**src/design/asr_pkg.sv**
```systemverilog
// Shared constants for the converter result summation and shifter block.
package asr_pkg;
   // Register addresses on the special-function-register bus.
   localparam logic [7:0] ASR_ADDR_CONV_CTRL1 = 8'hdd;
   localparam logic [7:0] ASR_ADDR_DEC_LOW = 8'hde;
   localparam logic [7:0] ASR_ADDR_DEC_HIGH = 8'hdf;
   localparam logic [7:0] ASR_ADDR_SUM_CTRL = 8'he1;
   localparam logic [7:0] ASR_ADDR_SUM_B0 = 8'he2;
   localparam logic [7:0] ASR_ADDR_SUM_B1 = 8'he3;
   localparam logic [7:0] ASR_ADDR_SUM_B2 = 8'he4;
   localparam logic [7:0] ASR_ADDR_SUM_B3 = 8'he5;
   localparam logic [7:0] ASR_ADDR_OFFSET = 8'he6;
   // Reset values.
   localparam logic [7:0] ASR_RST_CONV_CTRL1 = 8'h00;
   localparam logic [7:0] ASR_RST_DEC_LOW = 8'h1b;
   localparam logic [7:0] ASR_RST_DEC_HIGH = 8'h06;
   localparam logic [7:0] ASR_RST_SUM_CTRL = 8'h00;
   localparam logic [7:0] ASR_RST_OFFSET = 8'h00;
   // Field positions in the converter control one register.
   localparam int ASR_OVF_BIT = 7;
   localparam int ASR_POL_BIT = 6;
   localparam int ASR_SM_HI = 5;
   localparam int ASR_SM_LO = 4;
   localparam int ASR_CAL_HI = 2;
   // Field positions in the summation control, decimation high and offset registers.
   localparam int ASR_FUNC_HI = 7;
   localparam int ASR_FUNC_LO = 6;
   localparam int ASR_CNT_HI = 5;
   localparam int ASR_CNT_LO = 3;
   localparam int ASR_SHF_HI = 2;
   localparam int ASR_SHF_LO = 0;
   localparam int ASR_DEC_HIGH_HI = 2;
   localparam int ASR_OFS_SIGN_BIT = 7;
   // Arithmetic function codes.
   localparam logic [1:0] ASR_FUNC_CPU = 2'b00;
   localparam logic [1:0] ASR_FUNC_ACC = 2'b01;
   localparam logic [1:0] ASR_FUNC_SHIFT = 2'b10;
   localparam logic [1:0] ASR_FUNC_ACC_SHIFT = 2'b11;
   localparam logic [2:0] ASR_CPU_ADD_CNT = 3'h2;
   localparam logic [2:0] ASR_CPU_SUB_CNT = 3'h4;
   // Fixed prescale between converter clock and decimator.
   localparam int ASR_PRESCALE = 64;
   // Calibration modes.
   typedef enum logic [2:0] {
      ASR_CAL_NONE = 3'h0,
      ASR_CAL_SELF_BOTH = 3'h1,
      ASR_CAL_SELF_OFS = 3'h2,
      ASR_CAL_SELF_GAIN = 3'h3,
      ASR_CAL_SYS_OFS = 3'h4,
      ASR_CAL_SYS_GAIN = 3'h5,
      ASR_CAL_RSV6 = 3'h6,
      ASR_CAL_RSV7 = 3'h7
   } asr_cal_t;
   // Converter summation sequencer, Gray coded along idle, accumulate, shift.
   typedef enum logic [1:0] {
      ASR_ST_IDLE = 2'b00,
      ASR_ST_ACCUM = 2'b01,
      ASR_ST_SHIFT = 2'b11
   } asr_state_t;
endpackage : asr_pkg

```
**src/design/asr_rate_div.sv**
```systemverilog
// Result-rate divider: converter clock over 64, then over the decimation ratio.
`timescale 1ns/1ps
`default_nettype none
module asr_rate_div
   import asr_pkg::*;
(
   input wire logic mclk,
   input wire logic rst_n,
   input wire logic clk_en,
   input wire logic run,
   input wire logic [10:0] ratio,
   output logic strobe_r
);
   logic [5:0] pre_r;
   logic [10:0] dec_r;
   logic pre_wrap;

   assign pre_wrap = (pre_r == 6'(ASR_PRESCALE - 1));

   // Prescaler and decimation counter; both park while the converter is off.
   always_ff @(posedge mclk or negedge rst_n) begin
      if (!rst_n) begin
         pre_r <= 6'h00;
         dec_r <= 11'h000;
         strobe_r <= 1'b0;
      end else if (clk_en) begin
         strobe_r <= 1'b0;
         if (!run) begin
            pre_r <= 6'h00;
            dec_r <= 11'h000;
         end else begin
            pre_r <= pre_r + 6'h01;
            if (pre_wrap) begin
               if (dec_r + 11'h001 >= ratio) begin
                  dec_r <= 11'h000;
                  strobe_r <= 1'b1;
               end else begin
                  dec_r <= dec_r + 11'h001;
               end
            end
         end
      end
   end
endmodule : asr_rate_div
`default_nettype wire

```
**src/design/asr_top.sv**
```systemverilog
// Converter control, decimation, summation/shifter and offset injection registers.
`timescale 1ns/1ps
`default_nettype none
// Overview of operation
// - Calibration field write starts calibration, reads zero.
// - Calibration codes: none, self, system, reserved.
// - Eleven-bit decimation ratio across two registers.
// - Result rate is clock/64/decimation ratio.
// - Sum held cleared while converter powered down.
// - Writing zero control clears whole sum.
// - Bipolar mode sign-extends accumulated values.
// - Function 00 count 010 adds on write.
// - Function 00 count 100 subtracts on write.
// - Function 10 only shifts the sum.
// - Function 01 accumulates results without shifting.
// - Function 11 accumulates, then shifts right.
// - Count field selects 2 to 256 results.
// - Summation completion raises interrupt unless masked.
// - Reading byte zero clears completion interrupt.
// - Byte zero write triggers four-byte arithmetic.
// - Shift field selects shift of 1 to 8.
// - Sum exposed as four consecutive bytes.
// - Offset 00h or 80h disables injection.
// - Offset bit7 sign, six-to-zero magnitude.
// - Sticky overflow flag, cleared by writing zero.
// - Polarity bit: 0 bipolar, 1 unipolar.
module asr_top
   import asr_pkg::*;
(
   input wire logic mclk,
   input wire logic rst_n,
   input wire logic clk_en,
   input wire logic [7:0] sfr_addr,
   input wire logic [7:0] sfr_wdata,
   input wire logic sfr_wr,
   input wire logic sfr_rd,
   output logic [7:0] sfr_rdata,
   input wire logic adc_power_down,
   input wire logic sum_irq_mask,
   input wire logic adc_valid,
   input wire logic [23:0] adc_result,
   output logic cal_start,
   output logic [2:0] cal_mode,
   output logic [10:0] decimation_ratio,
   output logic conv_strobe,
   output logic [7:0] offset_code,
   output logic offset_enable,
   output logic result_polarity,
   output logic sum_irq
);
   logic [7:0] ctrl1_r;
   logic [7:0] dec_low_r;
   logic [7:0] dec_high_r;
   logic [7:0] ssc_r;
   logic [7:0] ofs_r;
   logic [31:0] sum_r;
   logic [31:8] opnd_r;
   logic [8:0] cnt_r;
   logic done_r;
   logic ovf_set;
   asr_state_t state_r;

   logic wr_ctrl1, wr_ssc, wr_b0, rd_b0;
   logic bipolar;
   logic [1:0] func_w;
   logic [8:0] target;
   logic [3:0] shf_amt;
   logic [31:0] opnd_full;
   logic [31:0] res_ext;
   logic [32:0] add_wide;
   logic [31:0] acc_sum;
   logic done_set;
   logic cpu_add, cpu_sub;

   assign wr_ctrl1 = clk_en && sfr_wr && (sfr_addr == ASR_ADDR_CONV_CTRL1);
   assign wr_ssc = clk_en && sfr_wr && (sfr_addr == ASR_ADDR_SUM_CTRL);
   assign wr_b0 = clk_en && sfr_wr && (sfr_addr == ASR_ADDR_SUM_B0);
   assign rd_b0 = clk_en && sfr_rd && (sfr_addr == ASR_ADDR_SUM_B0);
   assign bipolar = !ctrl1_r[ASR_POL_BIT];
   assign func_w = ssc_r[ASR_FUNC_HI:ASR_FUNC_LO];
   assign target = 9'h002 << ssc_r[ASR_CNT_HI:ASR_CNT_LO];
   assign shf_amt = {1'b0, ssc_r[ASR_SHF_HI:ASR_SHF_LO]} + 4'h1;
   assign opnd_full = {opnd_r, sfr_wdata};
   assign cpu_add = (func_w == ASR_FUNC_CPU) && (ssc_r[ASR_CNT_HI:ASR_CNT_LO] == ASR_CPU_ADD_CNT)
      && (ssc_r[ASR_SHF_HI:ASR_SHF_LO] == 3'h0);
   assign cpu_sub = (func_w == ASR_FUNC_CPU) && (ssc_r[ASR_CNT_HI:ASR_CNT_LO] == ASR_CPU_SUB_CNT)
      && (ssc_r[ASR_SHF_HI:ASR_SHF_LO] == 3'h0);
   // Converter results widen by sign in bipolar mode and by zeros otherwise.
   assign res_ext = bipolar ? {{8{adc_result[23]}}, adc_result} : {8'h00, adc_result};
   assign add_wide = {1'b0, sum_r} + {1'b0, res_ext};
   assign acc_sum = add_wide[31:0];

   // Right shift that keeps the sign of a bipolar sum.
   function automatic logic [31:0] asr_shr(input logic [31:0] v, input logic [3:0] n,
                                           input logic sgn);
      logic [31:0] r;
      r = sgn ? 32'($signed(v) >>> n) : (v >> n);
      return r;
   endfunction : asr_shr

   // Overflow detection for an add or subtract under the active number format.
   function automatic logic asr_ovf(input logic [31:0] a, input logic [31:0] b,
                                    input logic [31:0] s, input logic sub, input logic sgn);
      logic o;
      if (sgn) begin
         o = sub ? ((a[31] != b[31]) && (s[31] != a[31]))
                 : ((a[31] == b[31]) && (s[31] != a[31]));
      end else begin
         o = sub ? (b > a) : (s < a);
      end
      return o;
   endfunction : asr_ovf

   // Result-rate divider that paces converter results.
   asr_rate_div u_rate (
      .mclk(mclk),
      .rst_n(rst_n),
      .clk_en(clk_en),
      .run(!adc_power_down),
      .ratio(decimation_ratio),
      .strobe_r(conv_strobe)
   );

   // Converter control one: polarity, settling mode, calibration start and overflow flag.
   always_ff @(posedge mclk or negedge rst_n) begin
      if (!rst_n) begin
         ctrl1_r <= ASR_RST_CONV_CTRL1;
         cal_start <= 1'b0;
         cal_mode <= ASR_CAL_NONE;
      end else if (clk_en) begin
         cal_start <= wr_ctrl1;
         if (wr_ctrl1) begin
            ctrl1_r[ASR_POL_BIT:ASR_SM_LO] <= sfr_wdata[ASR_POL_BIT:ASR_SM_LO];
            cal_mode <= sfr_wdata[ASR_CAL_HI:0];
         end
         // A new overflow in the clearing cycle keeps the flag set.
         if (ovf_set) begin
            ctrl1_r[ASR_OVF_BIT] <= 1'b1;
         end else if (wr_ctrl1 && !sfr_wdata[ASR_OVF_BIT]) begin
            ctrl1_r[ASR_OVF_BIT] <= 1'b0;
         end
      end
   end

   // Decimation ratio and offset injection registers.
   always_ff @(posedge mclk or negedge rst_n) begin
      if (!rst_n) begin
         dec_low_r <= ASR_RST_DEC_LOW;
         dec_high_r <= ASR_RST_DEC_HIGH;
         ofs_r <= ASR_RST_OFFSET;
      end else if (clk_en && sfr_wr) begin
         if (sfr_addr == ASR_ADDR_DEC_LOW) begin
            dec_low_r <= sfr_wdata;
         end
         if (sfr_addr == ASR_ADDR_DEC_HIGH) begin
            dec_high_r <= {5'h00, sfr_wdata[ASR_DEC_HIGH_HI:0]};
         end
         if (sfr_addr == ASR_ADDR_OFFSET) begin
            ofs_r <= sfr_wdata;
         end
      end
   end

   // Registered copies of the configuration driven to the analog side.
   always_ff @(posedge mclk or negedge rst_n) begin
      if (!rst_n) begin
         decimation_ratio <= {ASR_RST_DEC_HIGH[ASR_DEC_HIGH_HI:0], ASR_RST_DEC_LOW};
         offset_code <= ASR_RST_OFFSET;
         offset_enable <= 1'b0;
         result_polarity <= 1'b0;
      end else if (clk_en) begin
         decimation_ratio <= {dec_high_r[ASR_DEC_HIGH_HI:0], dec_low_r};
         offset_code <= ofs_r;
         offset_enable <= (ofs_r[ASR_OFS_SIGN_BIT-1:0] != 7'h00);
         result_polarity <= ctrl1_r[ASR_POL_BIT];
      end
   end

   // Summation control register and the upper operand bytes.
   always_ff @(posedge mclk or negedge rst_n) begin
      if (!rst_n) begin
         ssc_r <= ASR_RST_SUM_CTRL;
         opnd_r <= 24'h000000;
      end else if (clk_en && sfr_wr) begin
         if (sfr_addr == ASR_ADDR_SUM_CTRL) begin
            ssc_r <= sfr_wdata;
         end
         if (sfr_addr == ASR_ADDR_SUM_B1) begin
            opnd_r[15:8] <= sfr_wdata;
         end
         if (sfr_addr == ASR_ADDR_SUM_B2) begin
            opnd_r[23:16] <= sfr_wdata;
         end
         if (sfr_addr == ASR_ADDR_SUM_B3) begin
            opnd_r[31:24] <= sfr_wdata;
         end
      end
   end

   // Summation datapath and converter-summation sequencer.
   always_ff @(posedge mclk or negedge rst_n) begin
      if (!rst_n) begin
         sum_r <= 32'h00000000;
         cnt_r <= 9'h000;
         state_r <= ASR_ST_IDLE;
         ovf_set <= 1'b0;
         done_set <= 1'b0;
      end else if (clk_en) begin
         ovf_set <= 1'b0;
         done_set <= 1'b0;
         if (adc_power_down) begin
            sum_r <= 32'h00000000;
            cnt_r <= 9'h000;
            state_r <= ASR_ST_IDLE;
         end else if (wr_ssc) begin
            cnt_r <= 9'h000;
            state_r <= ASR_ST_IDLE;
            if (sfr_wdata == 8'h00) begin
               sum_r <= 32'h00000000;
            end else if (sfr_wdata[ASR_FUNC_HI:ASR_FUNC_LO] == ASR_FUNC_SHIFT) begin
               sum_r <= asr_shr(sum_r, {1'b0, sfr_wdata[ASR_SHF_HI:ASR_SHF_LO]} + 4'h1,
                                bipolar);
            end else if (sfr_wdata[ASR_FUNC_LO]) begin
               state_r <= ASR_ST_ACCUM;
            end
         end else if (wr_b0 && cpu_add) begin
            sum_r <= sum_r + opnd_full;
            ovf_set <= asr_ovf(sum_r, opnd_full, sum_r + opnd_full, 1'b0, bipolar);
         end else if (wr_b0 && cpu_sub) begin
            sum_r <= sum_r - opnd_full;
            ovf_set <= asr_ovf(sum_r, opnd_full, sum_r - opnd_full, 1'b1, bipolar);
         end else begin
            case (state_r)
               ASR_ST_IDLE: begin
                  cnt_r <= cnt_r;
               end
               ASR_ST_ACCUM: begin
                  if (adc_valid) begin
                     sum_r <= acc_sum;
                     ovf_set <= asr_ovf(sum_r, res_ext, acc_sum, 1'b0, bipolar);
                     cnt_r <= cnt_r + 9'h001;
                     if (cnt_r + 9'h001 == target) begin
                        if (func_w == ASR_FUNC_ACC_SHIFT) begin
                           state_r <= ASR_ST_SHIFT;
                        end else begin
                           state_r <= ASR_ST_IDLE;
                           done_set <= 1'b1;
                        end
                     end
                  end
               end
               ASR_ST_SHIFT: begin
                  sum_r <= asr_shr(sum_r, shf_amt, bipolar);
                  state_r <= ASR_ST_IDLE;
                  done_set <= 1'b1;
               end
               default: begin
                  state_r <= ASR_ST_IDLE;
               end
            endcase
         end
      end
   end

   // Sticky completion flag; a completion in the read cycle is not lost.
   always_ff @(posedge mclk or negedge rst_n) begin
      if (!rst_n) begin
         done_r <= 1'b0;
         sum_irq <= 1'b0;
      end else if (clk_en) begin
         if (done_set) begin
            done_r <= 1'b1;
         end else if (rd_b0) begin
            done_r <= 1'b0;
         end
         sum_irq <= done_r && !sum_irq_mask;
      end
   end

   // Registered read data; unmapped addresses read as zero.
   always_ff @(posedge mclk or negedge rst_n) begin
      if (!rst_n) begin
         sfr_rdata <= 8'h00;
      end else if (clk_en) begin
         sfr_rdata <= 8'h00;
         if (sfr_rd) begin
            case (sfr_addr)
               ASR_ADDR_CONV_CTRL1: sfr_rdata <= {ctrl1_r[ASR_OVF_BIT:ASR_SM_LO], 4'h0};
               ASR_ADDR_DEC_LOW: sfr_rdata <= dec_low_r;
               ASR_ADDR_DEC_HIGH: sfr_rdata <= dec_high_r;
               ASR_ADDR_SUM_CTRL: sfr_rdata <= ssc_r;
               ASR_ADDR_SUM_B0: sfr_rdata <= sum_r[7:0];
               ASR_ADDR_SUM_B1: sfr_rdata <= sum_r[15:8];
               ASR_ADDR_SUM_B2: sfr_rdata <= sum_r[23:16];
               ASR_ADDR_SUM_B3: sfr_rdata <= sum_r[31:24];
               ASR_ADDR_OFFSET: sfr_rdata <= ofs_r;
               default: sfr_rdata <= 8'h00;
            endcase
         end
      end
   end
endmodule : asr_top
`default_nettype wire

```
**config.mk**
```make
export PLATFORM = sky130hd
export DESIGN_NAME = asr_top
export DESIGN_NICKNAME = d
export VERILOG_FILES = /design/src/design/asr_pkg.sv /design/src/design/asr_rate_div.sv /design/src/design/asr_top.sv
export SDC_FILE = /design/constraint.sdc
export NUM_CORES = 1
export LEC_CHECK = 0
export BUFFER_PORTS_ARGS = -buffer_cell sky130_fd_sc_hd__buf_2
export CAP_MARGIN = 20
export CORE_UTILIZATION = 35
export CTS_CLUSTER_DIAMETER = 40
export CTS_CLUSTER_SIZE = 30
export DETAILED_ROUTE_END_ITERATION = 6
export GPL_ROUTABILITY_DRIVEN = 0
export PLACE_DENSITY = 0.49
export REMOVE_ABC_BUFFERS = 1
export SKIP_CTS_REPAIR_TIMING = 1
export SYNTH_ARGS = -nofsm -noshare
export SYNTH_HDL_FRONTEND = slang
export SYNTH_SLANG_ARGS = --single-unit
```
**constraint.sdc**
```tcl
create_clock -name mclk -period 8.75 [get_ports mclk]
set_input_delay 0.875 -clock mclk [delete_from_list [all_inputs] [get_ports mclk]]
set_output_delay 0.875 -clock mclk [all_outputs]
set_load 0.05 [all_outputs]
```
After elaboration in Yosys (flattened, before gate mapping)
Index checks and enable logic that the tools add are counted.

storage, ports and cells
  bits in registers = 153
  latch bits = 0
  memory bits (writable) = 0
  memory bits (read-only) = 0
  output and inout bits = 35
  logic and storage cells = 175
  memories kept = 0

operators by class
  add/sub/neg operators = 8
  $mul = 0
  divide/modulo/power cells = 0
  $lt $le $gt $ge = 4
  eq/ne operators = 30
  shifts and indexed selects = 5
  muxes and demuxes = 58
  bitwise gates (word level) = 0
  reductions and logical operators = 44

operators by type and width
  operator               count
  $mux 32                10
  $eq 8x8->1 const B     9
  $pmux 8 s9             1
  $add 32x32->32         2
  $lt 32x32->1           2
  $pmux 32 s2            1
  $shr 32x4->32          2
  $sshr 32x4->32         2
  $mux 9                 6
  $mux 11                3
  $gt 32x32->1           1
  $sub 32x32->32         1
  $mux 1                 26
  $reduce_and 2->1       11
  $logic_and 1x1->1      17
  $mux 2                 7
  $add 11x1->11 const B  1
  $ge 11x11->1           1
  $add 9x1->9 const B    1
  $eq 9x9->1             1
  $ne 3x3->1 const B     3
  $shl 2x3->9 const A    1
  $add 3x1->4 const B    2
  $logic_not 8->1        1
  other kinds (25)       37

Logic depth before layout (Yosys ltp)
Gate-level depths: netlist of the first run.

  depth in word-level cells = 11
  gate-level depth with buffers = 23
  depth with buffers taken out = 21

Hierarchy
Synthesis of the first run repeated with hierarchy kept, for this count alone.

second synthesis, totals
  cells, all modules = 2588
  area total of the unflattened synthesis = 19765.2 um^2

modules (own cells, without submodules)
  module        times used  cells an instance  area an instance (um^2)  seq. area each (um^2)
  asr_top       1           2451               18546.5                  3393.3
  asr_rate_div  1           137                1218.7                   450.4

Least setup slack after synthesis of the first run
No wires, ideal clock.

  path type = input port to flip-flop
  start = input sfr_wdata[2]
  end = register ovf_set
  setup time = 0.087 ns
  arrival time = 5.138 ns
  required time = 8.663 ns
  slack = 3.526 ns
  stages on the path = 23
  cells stage by stage = inv_2 -> buf_1 -> clkbuf_1 -> ha_1 -> nor2b_1 -> o311a_1 -> o22ai_2 -> o311a_1 -> a2111oi_2 -> nor2_1 -> o31ai_1 -> xnor2_1 -> ha_1 -> a21o_1 -> a21o_1 -> a21oi_1 -> o21ai_0 -> a21oi_1 -> nor2b_1 -> o41ai_1 -> o21ai_0 -> a21o_1 -> o211ai_1

between the ends
  longest elaborated chain between the ends = 8

ends and longest elaborated chain
  element                                                 line            text
  from (decl)                                             asr_top.sv:34   input wire logic [7:0] sfr_wdata,
  branches (longest 5 deep; another with $add 32x32->32)  --
  $mux 1 (*)                                              asr_top.sv:226  end else if (wr_b0 && cpu_add) begin
  $mux 1 (*)                                              asr_top.sv:215  end else if (wr_ssc) begin
  $mux 1 (*)                                              asr_top.sv:211  if (adc_power_down) begin
  to (signal assigned)                                    asr_top.sv:228  ovf_set <= asr_ovf(sum_r, opnd_full, sum_r + opnd_full, 1'b0, bipolar);
  to (signal assigned)                                    asr_top.sv:231  ovf_set <= asr_ovf(sum_r, opnd_full, sum_r - opnd_full, 1'b1, bipolar);
  to (signal assigned)                                    asr_top.sv:240  ovf_set <= asr_ovf(sum_r, res_ext, acc_sum, 1'b0, bipolar);
  to (decl)                                               asr_top.sv:60   logic ovf_set;

Every way passes the cells marked *.
A chain may end at the register's enable or synchronous reset.

Final worst setup path of the first run
  start = register sum_r[0]
  end = register ovf_set

between the ends
  longest elaborated chain between the ends = 10

ends and longest elaborated chain
  element                                                 line            text
  from (decl)                                             asr_top.sv:56   logic [31:0] sum_r;
  from (signal assigned)                                  asr_top.sv:221  sum_r <= asr_shr(sum_r, {1'b0, sfr_wdata[ASR_SHF_HI:ASR_SHF_LO]} + 4'h1,
  from (signal assigned)                                  asr_top.sv:227  sum_r <= sum_r + opnd_full;
  from (signal assigned)                                  asr_top.sv:230  sum_r <= sum_r - opnd_full;
  branches (longest 7 deep; another with $add 32x32->32)  --
  $mux 1 (*)                                              asr_top.sv:226
  $mux 1 (*)                                              asr_top.sv:215
  $mux 1 (*)                                              asr_top.sv:211

Marked as above.

==> results of run 1 <==
## sequential cells by signal, indices dropped and copies added (netlist names), 2 cells and up
name	cells
ssc_r	8
u_rate.pre_r	6
sum_r	32
opnd_r	24
dec_high_r	3
dec_low_r	8
offset_code	8
decimation_ratio	11
cnt_r	9
ctrl1_r	4
state_r	2
ofs_r	8
u_rate.dec_r	11
cal_mode	3
sfr_rdata	8
## critical path: stages, from the launching register on
cell and delay [ns]:
dfrtp_1 0.53, ha_1 0.28, fa_1 0.42, a21oi_1 0.22, o22ai_1 0.17, o31ai_1 0.23
buf_4 0.23, o211ai_1 0.19, a311oi_1 0.51, o21ai_0 0.16, a21oi_1 0.19, xnor2_1 0.20
ha_1 0.31, a21o_1 0.16, a211o_1 0.29, nor4_1 0.66, o41ai_1 0.18, a2111oi_0 0.82
a211oi_1 0.19, o211ai_1 0.23
## through the flow
step	std cells	cell area (sq um)	total power, W	setup slack (ns)	hold WS [ns]
6_report	3341	21600	0.00501	2.47	0.403
3_3_place_gp	3306	21000	0.00406	2.44	0.465
2_1_floorplan	2407	19000	0.00295	2.82	0.441
3_5_place_dp	3309	21000	0.00407	2.15	0.472
4_1_cts	3341	21600	0.00492	2.50	0.424
5_1_grt	3341	21600	0.00529	2.18	0.456
## layout make-up
| class | count | area share (%) |
|---|---|---|
| clock buffer | 19 | 2.05 |
| timing repair buffer | 154 | 4.42 |
| multi-input combinational | 2127 | 68.3 |
| tap | 748 | 4.33 |
| inverter | 127 | 2.21 |
| clock inverter | 13 | 0.834 |
| sequential | 153 | 17.8 |
## report_power, final
group / total, W / internal (W) / leakage, nW / switching, W
Sequential: 0.000888 / 0.000769 / 1.93 / 0.000120
Clock: 0.000837 / 0.000466 / 0.305 / 0.000371
Combinational: 0.00329 / 0.00117 / 7.12 / 0.00212
## worst max-delay path by stage
stage	to	slack, ns	depth (start not counted)
after floorplan	sum_r[5]	2.82	11
after global placement	ovf_set	2.44	20
after CTS	ovf_set	2.50	19
final	ovf_set	2.47	19
after global routing	ovf_set	2.18	19
after detailed placement	ovf_set	2.15	20
## logic make-up after synthesis
group	Yosys count
xor+xnor	105
compound gates	852
flops	153
mux	174
buf+inv	329
simple gates	821
fa+ha+maj	175
## placed cells by master (no fill, tap or decap), types with 29 or more instances in the layout
cell / count
a211oi_1: 59
a21o_1: 46
a21oi_1: 208
a31oi_1: 29
buf_2: 82
buf_4: 71
dfrtp_1: 139
ha_1: 171
inv_1: 122
mux2_2: 41
mux2i_1: 85
mux4_2: 48
nand2_1: 376
nand3_1: 67
nor2_1: 180
nor3_1: 43
o211ai_1: 50
o21ai_0: 223
xnor2_1: 65
xor2_1: 38
## layer usage
metal	wire length, um	track usage (%)	vias up
li1	-	-	9497
met1	37300	40.9	10300
met2	39000	46.8	1249
met3	7870	6.13	271
met4	5370	16.6	0
met5	0	0	-
==> impl_metrics.csv, run 1 <==
group,metric,value,unit
timing,worst_slew_pin_slew,1.14,ns
logic_synthesis,syn_area_per_cell,7.61,sq um
logic_synthesis,syn_area,0.0199,sq mm
logic_synthesis,synth_top_area_share,17.8,%
logic_synthesis,synthTopCellsByArea,"dfrtp_1, ha_1, nand2_1",
logic_synthesis,synth_top_cell_by_area,"dfrtp_1",
detailed_routing,drtPass1Iterations,6,
floorplanning,start_util,35.8,%
logic_synthesis,yosys_warnings,0,
flow_run,cap_violations,0,
logic_synthesis,synth_xor_area_share,4.63,%
global_route,grt_overflow,0,
cts,clk_pin_slew_worst_paths,0.08,ns
layout,area_growth,8.82,%
layout,regArea,0.00385,sq mm
detailed_routing,wire_per_inst,26.8,um
floorplanning,row_count,86,
logic_synthesis,ys_async_sr_fraction,100,%
timing,fmax,0.159,GHz
layout,drive_gt1_share,12.5,%
global_route,grt_max_degree,67,
global_route,antenna_found_initial,1,
power,power.density,232,mW/mm^2
logic_synthesis,yosys.area_share.simple,18.4,%
place,io_buffers,82,
power,irDropWorstVdd,188,uV
logic_synthesis,muxShareOfSynthArea,12.1,%
global_route,track_usage,30.8,%
global_route,grt_pass1_vias,20000,
detailed_routing,wirelength,89.6,mm
floorplanning,die_x,240,um
detailed_routing,num_vias,21300,
logic_synthesis,synthCells,2609,
logic_synthesis,synth_cell_types,90,
timing,fin_tns_setup,0,ns
critical_path,cp-end-kind,"flop",
critical_path,crit_start,"sum_r[0]",
timing,period_share,71.8,%
detailed_routing,drt_iter0_markers,2685,
logic_synthesis,seq_area_frac_synth,19.4,%
critical_path,timing.rr.start,"sum_r[0]",
cts,clock_tree.root_cell,"clkbuf_16",
floorplanning,io-pin-count,83,
global_route,grt_first_pass_wirelength,132,mm
timing,slew_headroom,21.8,%
layout,diodes,0,
detailed_routing,vias_per_cell,6.37,
cts,clk_latency,0.48,ns
cts,cts_buffers,17,
critical_path,cp-start-kind,"flop",
logic_synthesis,synthAdderAreaFrac,11.1,%
critical_path,r2r.worst_path.cells,19,
timing,finalClockSkew,0.0203,ns
critical_path,criticalPathCategory,"flop to flop",
cts,htree_levels,4,
cts,clk_path_buf_depth,2,
cts,cts.sinks,153,
logic_synthesis,synth_edf_count,0,
power,p_leak,9.36,nW
layout,multi_input_area,0.0148,sq mm
floorplanning,die-height,240,um
cts,cts_tree,"done",
place,hpwl,65.8,mm
timing,rsz0062_at_grt,"no",
layout,fin_nets,2803,
timing,hold_violations,0,
detailed_routing,drc,0,
layout,nFillCells,5827,
critical_path,critPathMaxFanout,5,
logic_synthesis,synth-compound-area-share,27.9,%
floorplanning,core-area,0.0555,sq mm
critical_path,reg2reg_to,"ovf_set",
detailed_routing,ant_nets,0,
timing,min_period,6.28,ns
timing,setup_violations,0,
logic_synthesis,synth.most_common_cell,"nand2_1",
layout,utilization,38.9,%
logic_synthesis,synth_top_family_by_area,"compound AO/OA/AOI/OAI gates",
critical_path,r2r_slack,2.47,ns
floorplanning,die_area,0.0577,sq mm
logic_synthesis,ys_top_cells_by_count,"nand2_1, o21ai_0, a21oi_1, nor2_1, ha_1",
logic_synthesis,ys.flop_type,"dfrtp_1",
status,status,"finished, final reports clean",
logic_synthesis,ys_ff_latch,153,
hold_path,hold_class,"input pin to asynchronous set/reset pin",
critical_path,crit_required,9.13,ns
critical_path,arrival,6.66,ns
timing,finalMaxSlewViolations,0,
Power figures use the tool's default switching activity.
==> run 2: changes to the inputs <==
--- a/config.mk
+++ b/config.mk
@@ -5,6 +5,7 @@
 export SDC_FILE = /design/constraint.sdc
 export NUM_CORES = 1
 export LEC_CHECK = 0
+export ABC_AREA = 1
 export BUFFER_PORTS_ARGS = -buffer_cell sky130_fd_sc_hd__buf_2
 export CAP_MARGIN = 20
 export CORE_UTILIZATION = 35
@@ -12,7 +13,7 @@
 export CTS_CLUSTER_SIZE = 30
 export DETAILED_ROUTE_END_ITERATION = 6
 export GPL_ROUTABILITY_DRIVEN = 0
-export PLACE_DENSITY = 0.49
+export PLACE_DENSITY = 0.51
 export REMOVE_ABC_BUFFERS = 1
 export SKIP_CTS_REPAIR_TIMING = 1
 export SYNTH_ARGS = -nofsm -noshare
==> constraint.sdc (replaced) <==
create_clock -name mclk -period 5.55 [get_ports mclk]
set_input_delay 0.555 -clock mclk [delete_from_list [all_inputs] [get_ports mclk]]
set_output_delay 0.555 -clock mclk [all_outputs]
set_load 0.05 [all_outputs]
==> run 2 against run 1 <==
Final area grew 6.6%. Utilization decreased by 0.68 points. Synthesized cell count grew 38%. Sequential share of layout area shrank 1.1 points. Wire length increased by 14%. Sequential power increased by 68%. Area after synthesis rose by 7.3%. Maximum frequency grew 56%. Global-route usage is 1.7 points higher. Worst hold slack lost 0.36 ns. Critical endpoint unchanged. Largest power group unchanged. Highest routed layer is now met5.
==> impl_metrics.csv, run 2 <==
group,metric,value,unit
hold_path,hold_class,"input pin to asynchronous set/reset pin",
logic_synthesis,synth_edf_count,0,
critical_path,r2r.worst_path.cells,22,
floorplanning,die_area,0.0619,sq mm
logic_synthesis,synthTopCellsByArea,"nand2_1, dfrtp_1, ha_1",
timing,period_share,72.7,%
critical_path,cpPeakStageDelay,0.90,ns
global_route,grt_overflow,0,
layout,reg_top3,"sum_r x32, opnd_r x24",
timing,setup_violations,0,
layout,largest_register_ff_count,32,
cts,htree_levels,4,
place,io_buffers,82,
layout,fin_nets,3836,
layout,stdcell_count,4409,
cts,clk_pin_slew_worst_paths,0.07,ns
detailed_routing,ant_nets,0,
power,power.density,317,mW/mm^2
critical_path,path_buf_inv,4,
logic_synthesis,syn_area,0.0213,sq mm
flow_run,cap_violations,0,
logic_synthesis,ys_ff_latch,153,
critical_path,criticalPathCategory,"flop to flop",
cts,clk_path_buf_depth,2,
logic_synthesis,synth_top_family_by_area,"simple AND/OR/NAND/NOR gates",
floorplanning,start_util,35.4,%
layout,layout_commonest_cell,"nand2_1",
detailed_routing,wirelength,102,mm
power,p_sw,0.00406,W
cts,clk_latency,0.48,ns
detailed_routing,wire_per_inst,23.2,um
status,status,"finished, final reports clean",
logic_synthesis,synth_cell_types,61,
power,clkPwrFrac,17.4,%
critical_path,path_delay_family,"simple AND/OR/NAND/NOR gates",
cts,clock_tree.root_cell,"clkbuf_16",
timing,fin_tns_setup,0,ns
floorplanning,die_x,249,um
timing,hold_violations,0,
power,pwr-share-comb,62.3,%
global_route,grt_first_pass_wirelength,150,mm
detailed_routing,drt_iter0_markers,3164,
logic_synthesis,synth_top_cell_by_area,"nand2_1",
detailed_routing,drc,0,
cts,cts.sinks,153,
layout,nFillCells,6710,
logic_synthesis,synth_xor_area_share,2.51,%
layout,area_growth,8.14,%
layout,largest_register,"sum_r",
cts,cts_buffers,17,
floorplanning,core-area,0.0602,sq mm
power,p_int,0.00325,W
detailed_routing,drtPass1Iterations,7,
place,hpwl,79.6,mm
detailed_routing,vias_per_cell,5.65,
power,switching_share,55.6,%
logic_synthesis,synth-compound-area-share,21.3,%
logic_synthesis,synth.most_common_cell,"nand2_1",
logic_synthesis,muxShareOfSynthArea,1.41,%
critical_path,cp-start-kind,"flop",
critical_path,worstPathCellList,"ha_1 > inv_1 > nand2_1 > inv_1 > nand2_1 > nor2_1 > o21ai_0 > nand2_1 > xor2_1 > inv_1 > ha_1 > nand2_1 > inv_1 > nand3_1 > nor3_1 > o21ai_0 > nand2_1 > nand3_1 > nand4_1 > a21oi_1 > nand2_1 > nand2_1",
power,p_leak,11.8,nW
global_route,grt_pass1_vias,22700,
logic_synthesis,synthAdderAreaFrac,10.4,%
detailed_routing,num_vias,24900,
logic_synthesis,yosys_warnings,0,
timing,finalMaxSlewViolations,0,
critical_path,arrival,4.40,ns
logic_synthesis,yosys.area_share.simple,35.3,%
global_route,track_usage,32.5,%
critical_path,worst_path_max_delay_cell,"dfrtp_1",
critical_path,critPathMaxFanout,10,
logic_synthesis,synth_top_area_share,19.1,%
logic_synthesis,ys.flop_type,"dfrtp_1",
logic_synthesis,seq_area_frac_synth,18.0,%
timing,finalClockSkew,0.0153,ns
layout,drive_gt1_share,6.59,%
logic_synthesis,syn_area_per_cell,5.92,sq um
logic_synthesis,ys_async_sr_fraction,100,%
floorplanning,row_count,90,
critical_path,cp-end-kind,"flop",
timing,fmax,0.248,GHz
power,irDropWorstVdd,246,uV
global_route,antenna_found_initial,3,
logic_synthesis,ys_top_cells_by_count,"nand2_1, inv_1, o21ai_0, nor2_1, nand3_1",
timing,worst_slew_pin_slew,1.02,ns
floorplanning,io-pin-count,83,
timing,min_period,4.04,ns
power,power_frac_seq,20.3,%
timing,rsz0062_at_grt,"no",
cts,cts_tree,"done",
critical_path,path_common_cell,"nand2_1",
place,placed_cells,4375,
critical_path,path_depth,22,
logic_synthesis,synthCells,3599,
global_route,grt_max_degree,83,
timing,slew_headroom,32.2,%
floorplanning,die-height,249,um
layout,final_cell_mix,"nand2_1, inv_1, o21ai_0, nor2_1, nand3_1",
critical_path,crit_required,5.91,ns
==> run 2: changes by cell type after synthesis, sizes merged, moves of 29 or more <==
cell,previous run,this run
a21o,46,7
mux4,48,0
a211oi,59,3
o21ai,226,358
xnor2,67,4
o22ai,12,41
mux2i,85,30
inv,124,446
a21oi,209,249
nand2,378,1092
nor2,183,295
mux2,41,0
nand3,67,262
clkbuf,159,72
==> run 2: power groups by stage <==
stage,Combinational (W),Clock (W),Sequential [W]
4_1_cts,0.00442,0.00128,0.00146
3_5_place_dp,0.00440,0,0.00149
6_report,0.00455,0.00127,0.00149
2_1_floorplan,0.00282,0,0.00137
3_3_place_gp,0.00442,0,0.00149
5_1_grt,0.00498,0.00133,0.00147
==> run 2: worst paths after layout <==
| check | startpoint | end | slack [ns] |
|---|---|---|---|
| worst min-delay path | rst_n | ssc_r[0] | 0.05 |
| worst max-delay path | sum_r[13] | ovf_set | 1.51 |
| worst max register to register | sum_r[13] | ovf_set | 1.51 |
| max in group asynchronous | rst_n | opnd_r[30] | 4.33 |
| worst min register to register | offset_code[4] | offset_code[4] | 0.47 |
| min in group mclk | sum_irq_mask | sum_irq | 0.26 |
==> run 2: cell type report <==
cell class | instances | area [sq um] | area share [%]
multi-input combinational | 2856 | 15100 | 65.6
tap | 782 | 978 | 4.25
clock buffer | 19 | 453 | 1.97
timing repair buffer | 131 | 785 | 3.41
clock inverter | 13 | 155 | 0.673
antenna | 1 | 2.50 | 0.0109
inverter | 454 | 1710 | 7.44
sequential | 153 | 3840 | 16.7
==> run 2: cell families after synthesis <==
family,Yosys count
AND/OR/NAND/NOR,1788
flip-flops,153
multiplexers,30
buffers and inverters,590
AO/OA/AOI/OAI,804
adder cells (fa/ha/maj),175
XOR/XNOR,59
==> run 2: routing by layer <==
layer | track usage (%) | up-vias | wire length (um)
met5 | 0 | - | 24
met4 | 17.2 | 4 | 6060
met3 | 6.36 | 264 | 9560
met2 | 48.3 | 1260 | 42600
met1 | 44.2 | 11500 | 44100
li1 | - | 11900 | -
==> run 2: through the flow <==
step                area (sq um)  worst slack, ns  utilization [%]  hold slack (ns)  total power, W
floorplan                  20700            0.839                -            0.259         0.00419
global placement           22400             1.58             37.2            0.456         0.00591
detailed placement         22400             1.44             37.2            0.457         0.00588
CTS                        23000             1.69             38.2           0.0916         0.00716
global route               23000             1.35             38.2            0.105         0.00778
finish                     23000             1.51             38.2           0.0464         0.00731
